==> src/hdl/lcdsd_pkg.sv <==
// constants, types and drive-level functions of the segment lcd driver
package lcdsd_pkg;

   // ==========================================================
   // timing
   localparam int unsigned CLOCK_HZ = 100_000_000;
   localparam int unsigned SLOT_TIME_US = 10;
   localparam int unsigned SLOT_CYCLES = (CLOCK_HZ / 1_000_000) * SLOT_TIME_US;
   localparam int unsigned SLOT_CNT_W = 10;
   localparam logic [SLOT_CNT_W-1:0] SLOT_LAST = SLOT_CNT_W'(SLOT_CYCLES - 1);
   localparam logic [SLOT_CNT_W-1:0] SLOT_CNT_RESET = 10'h000;

   // ==========================================================
   // geometry
   localparam int unsigned DMEM_BYTES = 32;
   localparam int unsigned DMEM_IDX_W = 5;
   localparam int unsigned COMMONS = 4;
   localparam int unsigned SEGMENTS = 32;
   localparam int unsigned SCAN_FIRST = 24;
   localparam int unsigned SCAN_SPLIT = 28;
   localparam logic [DMEM_IDX_W-1:0] DMEM_NIB_LAST = 5'h03;

   // ==========================================================
   // register addresses
   localparam logic [15:0] DMEM_BASE = 16'hfa40;
   localparam logic [15:0] DMEM_LAST = 16'hfa5f;
   localparam logic [15:0] CTRL_ADDR = 16'hfa60;
   localparam logic [15:0] SCAN_PORT_A_ADDR = 16'hfa61;
   localparam logic [15:0] SCAN_PORT_B_ADDR = 16'hfa62;
   localparam logic [15:0] STATUS_ADDR = 16'hfa63;

   // ==========================================================
   // control fields and reset values
   localparam int unsigned CTRL_SLOTS_LSB = 0;
   localparam int unsigned CTRL_SLOTS_W = 2;
   localparam int unsigned CTRL_BIAS_LSB = 2;
   localparam int unsigned CTRL_BIAS_W = 2;
   localparam int unsigned CTRL_EN_BIT = 4;
   localparam int unsigned CTRL_SCAN_BIT = 5;
   localparam logic [7:0] CTRL_WMASK = 8'h3f;
   localparam logic [7:0] REG_RESET = 8'h00;
   localparam logic [1:0] PHASE_FIRST = 2'h0;
   localparam logic [1:0] PHASE_STEP = 2'h1;
   localparam logic [1:0] SLOTS_STATIC = 2'h0;

   // ==========================================================
   // types
   typedef enum logic [1:0] {
      bias_static = 2'h0,
      bias_half = 2'h1,
      bias_third = 2'h2
   } lcdsd_bias_t;

   // pin level codes; logic_* are plain cmos levels used only in key scan
   typedef enum logic [2:0] {
      rail_gnd = 3'h0,
      lcd_rail_mid_b = 3'h1,
      lcd_rail_mid_a = 3'h2,
      lcd_rail_high = 3'h3,
      logic_low = 3'h4,
      logic_high = 3'h5
   } lcdsd_rail_t;

   typedef enum logic [1:0] {
      seq_idle = 2'b00,
      seq_disp = 2'b01,
      seq_scan_a = 2'b11,
      seq_scan_b = 2'b10
   } lcdsd_seq_t;

   typedef struct packed {
      logic [15:0] addr;
      logic [7:0] wdata;
      logic wr;
      logic rd;
   } lcdsd_bus_req_t;

   typedef logic [DMEM_BYTES-1:0][7:0] lcdsd_dmem_t;

   // ==========================================================
   // functions
   // static only exists with one slot; a bias of static with more slots runs as half
   function automatic lcdsd_bias_t lcdsd_eff_bias(input logic [1:0] slots_m1,
                                                  input logic [1:0] bias);
      if (slots_m1 == SLOTS_STATIC)
         return bias_static;
      else if (bias == bias_third)
         return bias_third;
      else
         return bias_half;
   endfunction

   // pol flips every frame, so the pair of levels seen over two frames is balanced
   function automatic lcdsd_rail_t lcdsd_level(input lcdsd_bias_t bias, input logic pol,
                                               input logic is_com, input logic sel);
      lcdsd_rail_t swing_a;
      lcdsd_rail_t swing_b;
      swing_a = pol ? rail_gnd : lcd_rail_high;
      swing_b = pol ? lcd_rail_high : rail_gnd;
      if (is_com)
      begin
         if (sel || bias == bias_static)
            return swing_a;
         else if (bias == bias_half)
            return lcd_rail_mid_a;
         else
            return pol ? lcd_rail_mid_a : lcd_rail_mid_b;
      end
      else if (sel)
         return swing_b;
      else if (bias == bias_third)
         // off cells see a third of the drive, never two thirds
         return pol ? lcd_rail_mid_b : lcd_rail_mid_a;
      else
         return swing_a;
   endfunction

   function automatic lcdsd_rail_t lcdsd_scan_pin(input logic [7:0] port,
                                                  input logic second, input logic [1:0] k);
      logic [3:0] nib;
      nib = second ? port[7:4] : port[3:0];
      return nib[k] ? logic_high : logic_low;
   endfunction

endpackage

==> src/hdl/lcdsd_dispmem.sv <==
// 32-byte display data memory of the segment lcd driver
`timescale 1ns/100ps
module lcdsd_dispmem import lcdsd_pkg::*;
(
   // clock and reset
   input wire logic clock,
   input wire logic reset_n,
   // write port
   input wire logic wr_en,
   input wire logic [DMEM_IDX_W-1:0] wr_index,
   input wire logic [7:0] wr_data,
   // read port
   input wire logic [DMEM_IDX_W-1:0] rd_index,
   output logic [7:0] rd_data,
   // whole array for the scanner
   output lcdsd_dmem_t mem_q
);

   // ==========================================================
   // state
   typedef struct packed {
      lcdsd_dmem_t mem;
   } lcdsd_dmem_state_t;

   lcdsd_dmem_state_t st_ff;
   lcdsd_dmem_state_t nxt_st;

   assign rd_data = st_ff.mem[rd_index];
   assign mem_q = st_ff.mem;

   always_comb
   begin
      nxt_st = st_ff;
      if (wr_en)
      begin
         nxt_st.mem[wr_index] = wr_data;
         if (wr_index <= DMEM_NIB_LAST)
            nxt_st.mem[wr_index][7:4] = 4'h0;
      end
   end

   always_ff @(posedge clock or negedge reset_n)
   begin
      if (!reset_n)
         st_ff <= '0;
      else
         st_ff <= nxt_st;
   end

endmodule

==> src/hdl/lcdsd_slot_tick.sv <==
// slot-rate enable divider of the segment lcd driver
`timescale 1ns/100ps
module lcdsd_slot_tick import lcdsd_pkg::*;
(
   // clock and reset
   input wire logic clock,
   input wire logic reset_n,
   // control
   input wire logic run,
   // slot enable pulse
   output logic tick
);

   // ==========================================================
   // state
   typedef struct packed {
      logic [SLOT_CNT_W-1:0] cnt;
   } lcdsd_tick_state_t;

   lcdsd_tick_state_t st_ff;
   lcdsd_tick_state_t nxt_st;

   assign tick = run && (st_ff.cnt == SLOT_LAST);

   always_comb
   begin
      nxt_st = st_ff;
      if (!run || tick)
         nxt_st.cnt = SLOT_CNT_RESET;
      else
         nxt_st.cnt = SLOT_CNT_W'(st_ff.cnt + 1'b1);
   end

   always_ff @(posedge clock or negedge reset_n)
   begin
      if (!reset_n)
         st_ff <= '{cnt: SLOT_CNT_RESET};
      else
         st_ff <= nxt_st;
   end

endmodule

==> src/hdl/lcdsd_top.sv <==
// segment lcd driver: register port, slot sequencer and pin level generation
//
// How it works
// display period segments come from 32 memory bytes at fa40h..fa5fh, one each
// byte bit n is used during common phase n, n from 0 to 3
// memory bit 1 drives select level, bit 0 deselect level, segments 0..31
// key scan period takes segment values from scan port registers 14 and 15
// scan port bits 0..3 in the first half, bits 4..7 in the second
// scan period drives segments 24..31 as plain high or low logic levels
// memory bits above the slot count are ignored and free for software; the code clears bits 4..7 of fa40h..fa43h on write instead
// upper nibble of bytes fa40h..fa43h is fixed zero on write and read
// segment is on only when segment and common both sit at select level
// static: common swings high rail to ground, segment opposite or same phase
// half bias: selected common swings, deselected common sits at mid rail
// third bias: deselected common and segment use mid rails in opposite order
// all drive levels reverse polarity every frame to cancel dc
`timescale 1ns/100ps
module lcdsd_top import lcdsd_pkg::*;
(
   // clock and reset
   input wire logic clock,
   input wire logic reset_n,
   // register port
   input wire lcdsd_bus_req_t bus_req,
   output logic [7:0] bus_rdata,
   // common electrodes
   output lcdsd_rail_t common_line_0,
   output lcdsd_rail_t common_line_1,
   output lcdsd_rail_t common_line_2,
   output lcdsd_rail_t common_line_3,
   // segment electrodes, [0] is segment_output_first, [31] segment_output_last
   output lcdsd_rail_t [SEGMENTS-1:0] segment_output,
   // key scan period flag
   output logic scan_period
);

   // ==========================================================
   // state
   typedef struct packed {
      logic [7:0] ctrl;
      logic [7:0] scan_port_a;
      logic [7:0] scan_port_b;
      logic [7:0] rdata;
      lcdsd_seq_t seq;
      logic [1:0] phase;
      logic pol;
      lcdsd_rail_t [COMMONS-1:0] com;
      lcdsd_rail_t [SEGMENTS-1:0] seg;
   } lcdsd_top_state_t;

   lcdsd_top_state_t st_ff;
   lcdsd_top_state_t nxt_st;

   logic tick;
   logic run;
   logic scan_en;
   logic [1:0] slots_m1;
   lcdsd_bias_t bias;
   logic in_dmem;
   logic dmem_wr;
   logic [DMEM_IDX_W-1:0] dmem_idx;
   logic [7:0] dmem_rd;
   lcdsd_dmem_t dmem_q;
   logic [7:0] status;

   // ==========================================================
   // control decode
   assign run = st_ff.ctrl[CTRL_EN_BIT];
   assign scan_en = st_ff.ctrl[CTRL_SCAN_BIT];
   assign slots_m1 = st_ff.ctrl[CTRL_SLOTS_LSB +: CTRL_SLOTS_W];
   assign bias = lcdsd_eff_bias(slots_m1, st_ff.ctrl[CTRL_BIAS_LSB +: CTRL_BIAS_W]);
   assign in_dmem = (bus_req.addr >= DMEM_BASE) && (bus_req.addr <= DMEM_LAST);
   assign dmem_idx = DMEM_IDX_W'(bus_req.addr - DMEM_BASE);
   assign dmem_wr = bus_req.wr && in_dmem;
   assign status = {3'h0, st_ff.seq != seq_idle, st_ff.seq[1], st_ff.pol, st_ff.phase};

   // ==========================================================
   // leaves
   lcdsd_slot_tick u_tick
   (
      .clock(clock),
      .reset_n(reset_n),
      .run(run),
      .tick(tick)
   );

   lcdsd_dispmem u_dmem
   (
      .clock(clock),
      .reset_n(reset_n),
      .wr_en(dmem_wr),
      .wr_index(dmem_idx),
      .wr_data(bus_req.wdata),
      .rd_index(dmem_idx),
      .rd_data(dmem_rd),
      .mem_q(dmem_q)
   );

   // ==========================================================
   // next state
   always_comb
   begin
      nxt_st = st_ff;
      nxt_st.rdata = REG_RESET;

      // register writes
      if (bus_req.wr)
      begin
         unique case (bus_req.addr)
            CTRL_ADDR: nxt_st.ctrl = bus_req.wdata & CTRL_WMASK;
            SCAN_PORT_A_ADDR: nxt_st.scan_port_a = bus_req.wdata;
            SCAN_PORT_B_ADDR: nxt_st.scan_port_b = bus_req.wdata;
            default: ;
         endcase
      end

      // register reads; unmapped addresses answer zero
      if (bus_req.rd)
      begin
         if (in_dmem)
            nxt_st.rdata = dmem_rd;
         else
         begin
            unique case (bus_req.addr)
               CTRL_ADDR: nxt_st.rdata = st_ff.ctrl;
               SCAN_PORT_A_ADDR: nxt_st.rdata = st_ff.scan_port_a;
               SCAN_PORT_B_ADDR: nxt_st.rdata = st_ff.scan_port_b;
               STATUS_ADDR: nxt_st.rdata = status;
               default: nxt_st.rdata = REG_RESET;
            endcase
         end
      end

      // slot sequencer; mode changes take effect at the next slot edge, but clearing the enable stops it at the next clock
      if (!run)
      begin
         nxt_st.seq = seq_idle;
         nxt_st.phase = PHASE_FIRST;
         nxt_st.pol = 1'b0;
      end
      else if (tick)
      begin
         unique case (st_ff.seq)
            seq_idle:
            begin
               nxt_st.seq = seq_disp;
               nxt_st.phase = PHASE_FIRST;
            end
            seq_disp:
            begin
               // phase never passes the slot count, so unused bits stay unread
               if (st_ff.phase >= slots_m1)
               begin
                  nxt_st.phase = PHASE_FIRST;
                  nxt_st.pol = ~st_ff.pol;
                  if (scan_en)
                     nxt_st.seq = seq_scan_a;
               end
               else
                  nxt_st.phase = 2'(st_ff.phase + PHASE_STEP);
            end
            seq_scan_a: nxt_st.seq = seq_scan_b;
            seq_scan_b: nxt_st.seq = seq_disp;
         endcase
      end

      // pin levels, registered and recomputed every clock, so memory and control writes reach the pins one clock later
      for (int c = 0; c < COMMONS; c++)
      begin
         if (nxt_st.seq != seq_disp || 2'(c) > slots_m1)
            nxt_st.com[c] = rail_gnd;
         else

            nxt_st.com[c] = lcdsd_level(bias, nxt_st.pol, 1'b1, 2'(c) == nxt_st.phase);
      end
      for (int i = 0; i < SEGMENTS; i++)
      begin
         if (nxt_st.seq == seq_disp)

            nxt_st.seg[i] = lcdsd_level(bias, nxt_st.pol, 1'b0, dmem_q[i][nxt_st.phase]);
         else if (nxt_st.seq[1] && i >= SCAN_FIRST)
            nxt_st.seg[i] = lcdsd_scan_pin((i < SCAN_SPLIT) ? st_ff.scan_port_a
                                                             : st_ff.scan_port_b,
                                           nxt_st.seq == seq_scan_b,
                                           2'(i - SCAN_FIRST));
         else
            nxt_st.seg[i] = rail_gnd;
      end
   end

   // ==========================================================
   // registers
   always_ff @(posedge clock or negedge reset_n)
   begin
      if (!reset_n)
         st_ff <= '{ctrl: REG_RESET, scan_port_a: REG_RESET, scan_port_b: REG_RESET,
                    rdata: REG_RESET, seq: seq_idle, phase: PHASE_FIRST, pol: 1'b0,
                    com: '{default: rail_gnd}, seg: '{default: rail_gnd}};
      else
         st_ff <= nxt_st;
   end

   // ==========================================================
   // outputs
   assign bus_rdata = st_ff.rdata;
   assign common_line_0 = st_ff.com[0];
   assign common_line_1 = st_ff.com[1];
   assign common_line_2 = st_ff.com[2];
   assign common_line_3 = st_ff.com[3];
   assign segment_output = st_ff.seg;
   assign scan_period = st_ff.seq[1];

endmodule

==> config.mk <==
export PLATFORM = sky130hd
export DESIGN_NAME = lcdsd_top
export DESIGN_NICKNAME = d
export VERILOG_FILES = /design/src/hdl/lcdsd_pkg.sv /design/src/hdl/lcdsd_dispmem.sv /design/src/hdl/lcdsd_slot_tick.sv /design/src/hdl/lcdsd_top.sv
export SDC_FILE = /design/constraint.sdc
export NUM_CORES = 1
export LEC_CHECK = 0
export ABC_AREA = 1
export ABC_CLOCK_PERIOD_IN_PS = 2400
export BUFFER_PORTS_ARGS = -buffer_cell sky130_fd_sc_hd__buf_2
export CORE_MARGIN = 8
export CORE_UTILIZATION = 48
export DETAILED_ROUTE_END_ITERATION = 10
export PLACE_DENSITY = 0.73
export SYNTH_ARGS = -nofsm -noshare
export SYNTH_HDL_FRONTEND = slang
export SYNTH_HIERARCHICAL = 1
export SYNTH_SLANG_ARGS = --single-unit
==> constraint.sdc <==
create_clock -name clock -period 2.4 [get_ports clock]
set_input_delay 0.24 -clock clock [delete_from_list [all_inputs] [get_ports clock]]
set_output_delay 0.24 -clock clock [all_outputs]
set_load 0.02 [all_outputs]
==> impl_metrics.py <==
metrics = {
    "hold_path": {
        "worstHoldPathType": "in -> reg",
        "hold_depth": 3,
        "hold_path_end": "st_ff[136]",
        "min_from": "bus_req[9]",
    },
    "critical_path": {
        "cp.arrival_ns": 2.85,
        "crit_chain": "ha_2, nand2_2, clkinv_2, nand4_1, nor2_4, nand3_2, nor2_2, nand2_2, nand2_4, nand2_8, clkinv_8, clkbuf_16, nand2_1, nand2_1, nand2_1, nand2_2, nand2_1, nand2_1, nor2_1",
        "worstReg2RegStart": "u_tick/st_ff[1]",
        "crit_slowest_cell": "dfrtp_1",
        "end_kind": "flop",
        "required_ns": 2.84,
        "cp-start-kind": "flop",
        "critical_path_class": "reg -> reg",
        "rr_endpoint": "segment_output[49]",
        "cp_max_fo": 6,
        "slowest_delay_ns": 0.37,
        "r2r_cells": 19,
        "r2r_slack_ns": -0.01,
        "crit_top_cell": "nand2_1",
    },
    "synth": {
        "ys_top_cells_by_area": "dfrtp_1, nand2_1, nand3_1",
        "yosysTopAreaCell": "dfrtp_1",
        "synth_top_area_share_pct": 48.7,
        "ys_warn_count": 6,
        "ys_seq_area_share_pct": 48.7,
        "yosys.cell_types.count": 33,
        "ys_ff_latch": 374,
        "syn_area_per_cell_um2": 7.45,
        "synthCells": 2583,
        "syn_area_mm2": 0.0192,
    },
    "placement": {
        "hpwlAfterDp_um": 36700,
        "post-place-cells": 3073,
        "place_congestion": 0.914,
        "port_buffers": 116,
        "placed_cell_area_mm2": 0.0199,
    },
    "timing": {
        "finalSetupViolations": 4,
        "finalClockSkew_ns": 0.0157,
        "layout_setup_ws_ns": -0.0106,
        "maxSlewViolCount": 0,
        "min_period_ns": 2.41,
        "fin_crit_sh_pct": 100,
        "max_freq_mhz": 415,
        "relSlewSlack_pct": 56.5,
        "final_hold_viol_count": 0,
        "tightest_slew_ns": 0.650,
        "rsz0062_at_grt": "true",
    },
    "layout": {
        "final_area_mm2": 0.0217,
        "drive_above_1_share_pct": 15.2,
        "layout.cells.non_filler": 3158,
        "nFillCells": 3626,
        "final_cell_mix": "nand2_1, dfrtp_1, nand3_1, nor2_1, o21ai_0",
        "num-nets-final": 2633,
        "final_common_cell": "nand2_1",
        "syn2layout_area_growth_pct": 12.7,
    },
    "power": {
        "p_sw_share_pct": 23.4,
        "max-vdd-ir-drop_mv": 0.403,
        "power_leakage_nw": 11.1,
        "total_power_mw": 13.5,
        "pwr-share-seq_pct": 46.8,
        "p_per_area_mw_per_mm2": 622,
        "internal_power_mw": 10.3,
        "combPwrFrac_pct": 5.7,
        "clkPwrFrac_pct": 47.6,
        "p_switching_mw": 3.16,
    },
    "grt": {
        "overflow": 0,
        "grt.total_usage_pct": 22.2,
        "antenna_found_initial": 2,
        "grt_pass1_wl_um": 85500,
        "grt_max_degree": 86,
        "grt_pass1_vias": 16000,
    },
    "cts": {
        "htreeDepth": 2,
        "cts_tree": "yes",
        "cts_max_path_buffers": 3,
        "numClockSinks": 374,
        "clockRootBuffer": "clkbuf_16",
        "path_clk_slew_ns": 0.06,
        "numCtsBuffers": 41,
        "clk_latency_ns": 0.55,
    },
    "detailed_routing": {
        "via_per_inst": 5.42,
        "drt.antenna.violating_nets": 0,
        "dr.pass1.iters": 6,
        "num_vias": 17100,
        "avgRoutedWirePerCell_um": 17.0,
        "drt_iter0_markers": 1998,
        "route.detailed.drc": 0,
        "postRouteWirelength_um": 53700,
    },
    "job": {
        "drv_cap": 0,
    },
    "die": {
        "initial_utilization_pct": 48.5,
        "row_count": 73,
        "io-pin-count": 145,
        "core_mm2": 0.0396,
        "die-height_um": 216,
        "fp.dieW_um": 216,
        "dieArea_mm2": 0.0467,
    },
    "outcome": {
        "status": "complete, but fails checks",
        "violations": "setup timing",
    },
}
-- area by class of cell --
cell class                      count  area, µm²  area share [%]
Inverter                           99        389            1.79
Timing Repair Buffer              218       1690            7.79
Antenna cell                        1       2.50          0.0115
Multi-Input combinational cell   1868       8220            37.9
Sequential cell                   374       9360            43.2
Clock inverter                     17        196           0.906
Tap cell                          525        657            3.03
Clock buffer                       56       1170            5.41
-- cell families (layout without fill, tap and decap cells) --
kind of cell,after synthesis,in the layout,synth area share [%]
buffers and inverters,368,390,10.1
AOI/OAI and AO/OA,294,294,7.95
xor gates and xnor gates,3,3,0.137
adders and majority gates,3,3,0.195
and+or+nand+nor,1540,1540,32.9
other,1,29,0.0195
DFF,374,374,48.7
-- critical path: cells and delay by family (launching register included) --
family / cells / cell delay, ns
adders and majority gates: 1 / 0.20
and+or+nand+nor: 15 / 1.41
buffers and inverters: 3 / 0.33
DFF: 1 / 0.37
-- synthesized netlist by cell type, drive strengths merged --
cell type and n:
ha 3, a31oi 2, or2 12, clkinv 3
o211ai 9, a21oi 59, nor3 12, conb 1
clkbuf 83, nand2 1011, xor2 3, o21ai 223
nand3 257, inv 96, dfrtp 374, buf 186
a21o 1, nand4 26, nor2 222
-- power by group through the flow --
stage / registers, mW / logic (mW) / clock network [mW]
after floorplan: 6.43 / 0.398 / 0
after global placement: 6.42 / 0.741 / 0
after detailed placement: 6.42 / 0.750 / 0
after CTS: 6.31 / 0.758 / 6.50
after global routing: 6.31 / 0.829 / 6.79
final: 6.31 / 0.763 / 6.41
-- worst max path at each step --
stage / from / end / cells past startpoint
2_1_floorplan: u_tick/st_ff[0] / segment_output[25] / 17
3_3_place_gp: u_tick/st_ff[1] / segment_output[0] / 15
3_5_place_dp: bus_req[25] / u_dmem/mem_q[164] / 10
4_1_cts: u_tick/st_ff[1] / segment_output[75] / 17
5_1_grt: u_tick/st_ff[1] / segment_output[48] / 19
6_report: u_tick/st_ff[1] / segment_output[49] / 19
-- metrics by stage --
step | util, % | TNS [ns] | setup WS (ns) | hold WS [ns]
floorplan | - | 0 | 0.201 | -0.0556
CTS | 53.9 | -0.00435 | -0.00435 | 0.00465
global placement | 50.2 | -0.242 | -0.0197 | 0.220
finish | 54.7 | -0.0253 | -0.0106 | 0.0164
global route | 54.7 | -8.70 | -0.168 | 0.0131
detailed placement | 50.2 | -3.95 | -0.100 | 0.222
-- timing repair --
action | CTS | global route
endpoints found under the setup margin | 57 | 72
gates cloned | 0 | 5
pin swaps | 0 | 22
setup buffers | 1 | 1
hold buffers | 4 | 0
endpoints found under the hold margin | 58 | 0
resized for setup | 9 | 72
-- metal layers --
metal	GRT usage, %	share of wire [%]
met5	0	0.024
met4	7.24	2.8
met3	4.04	8.5
met2	35.6	47
met1	30.2	42
Power figures use the tool's default switching activity.
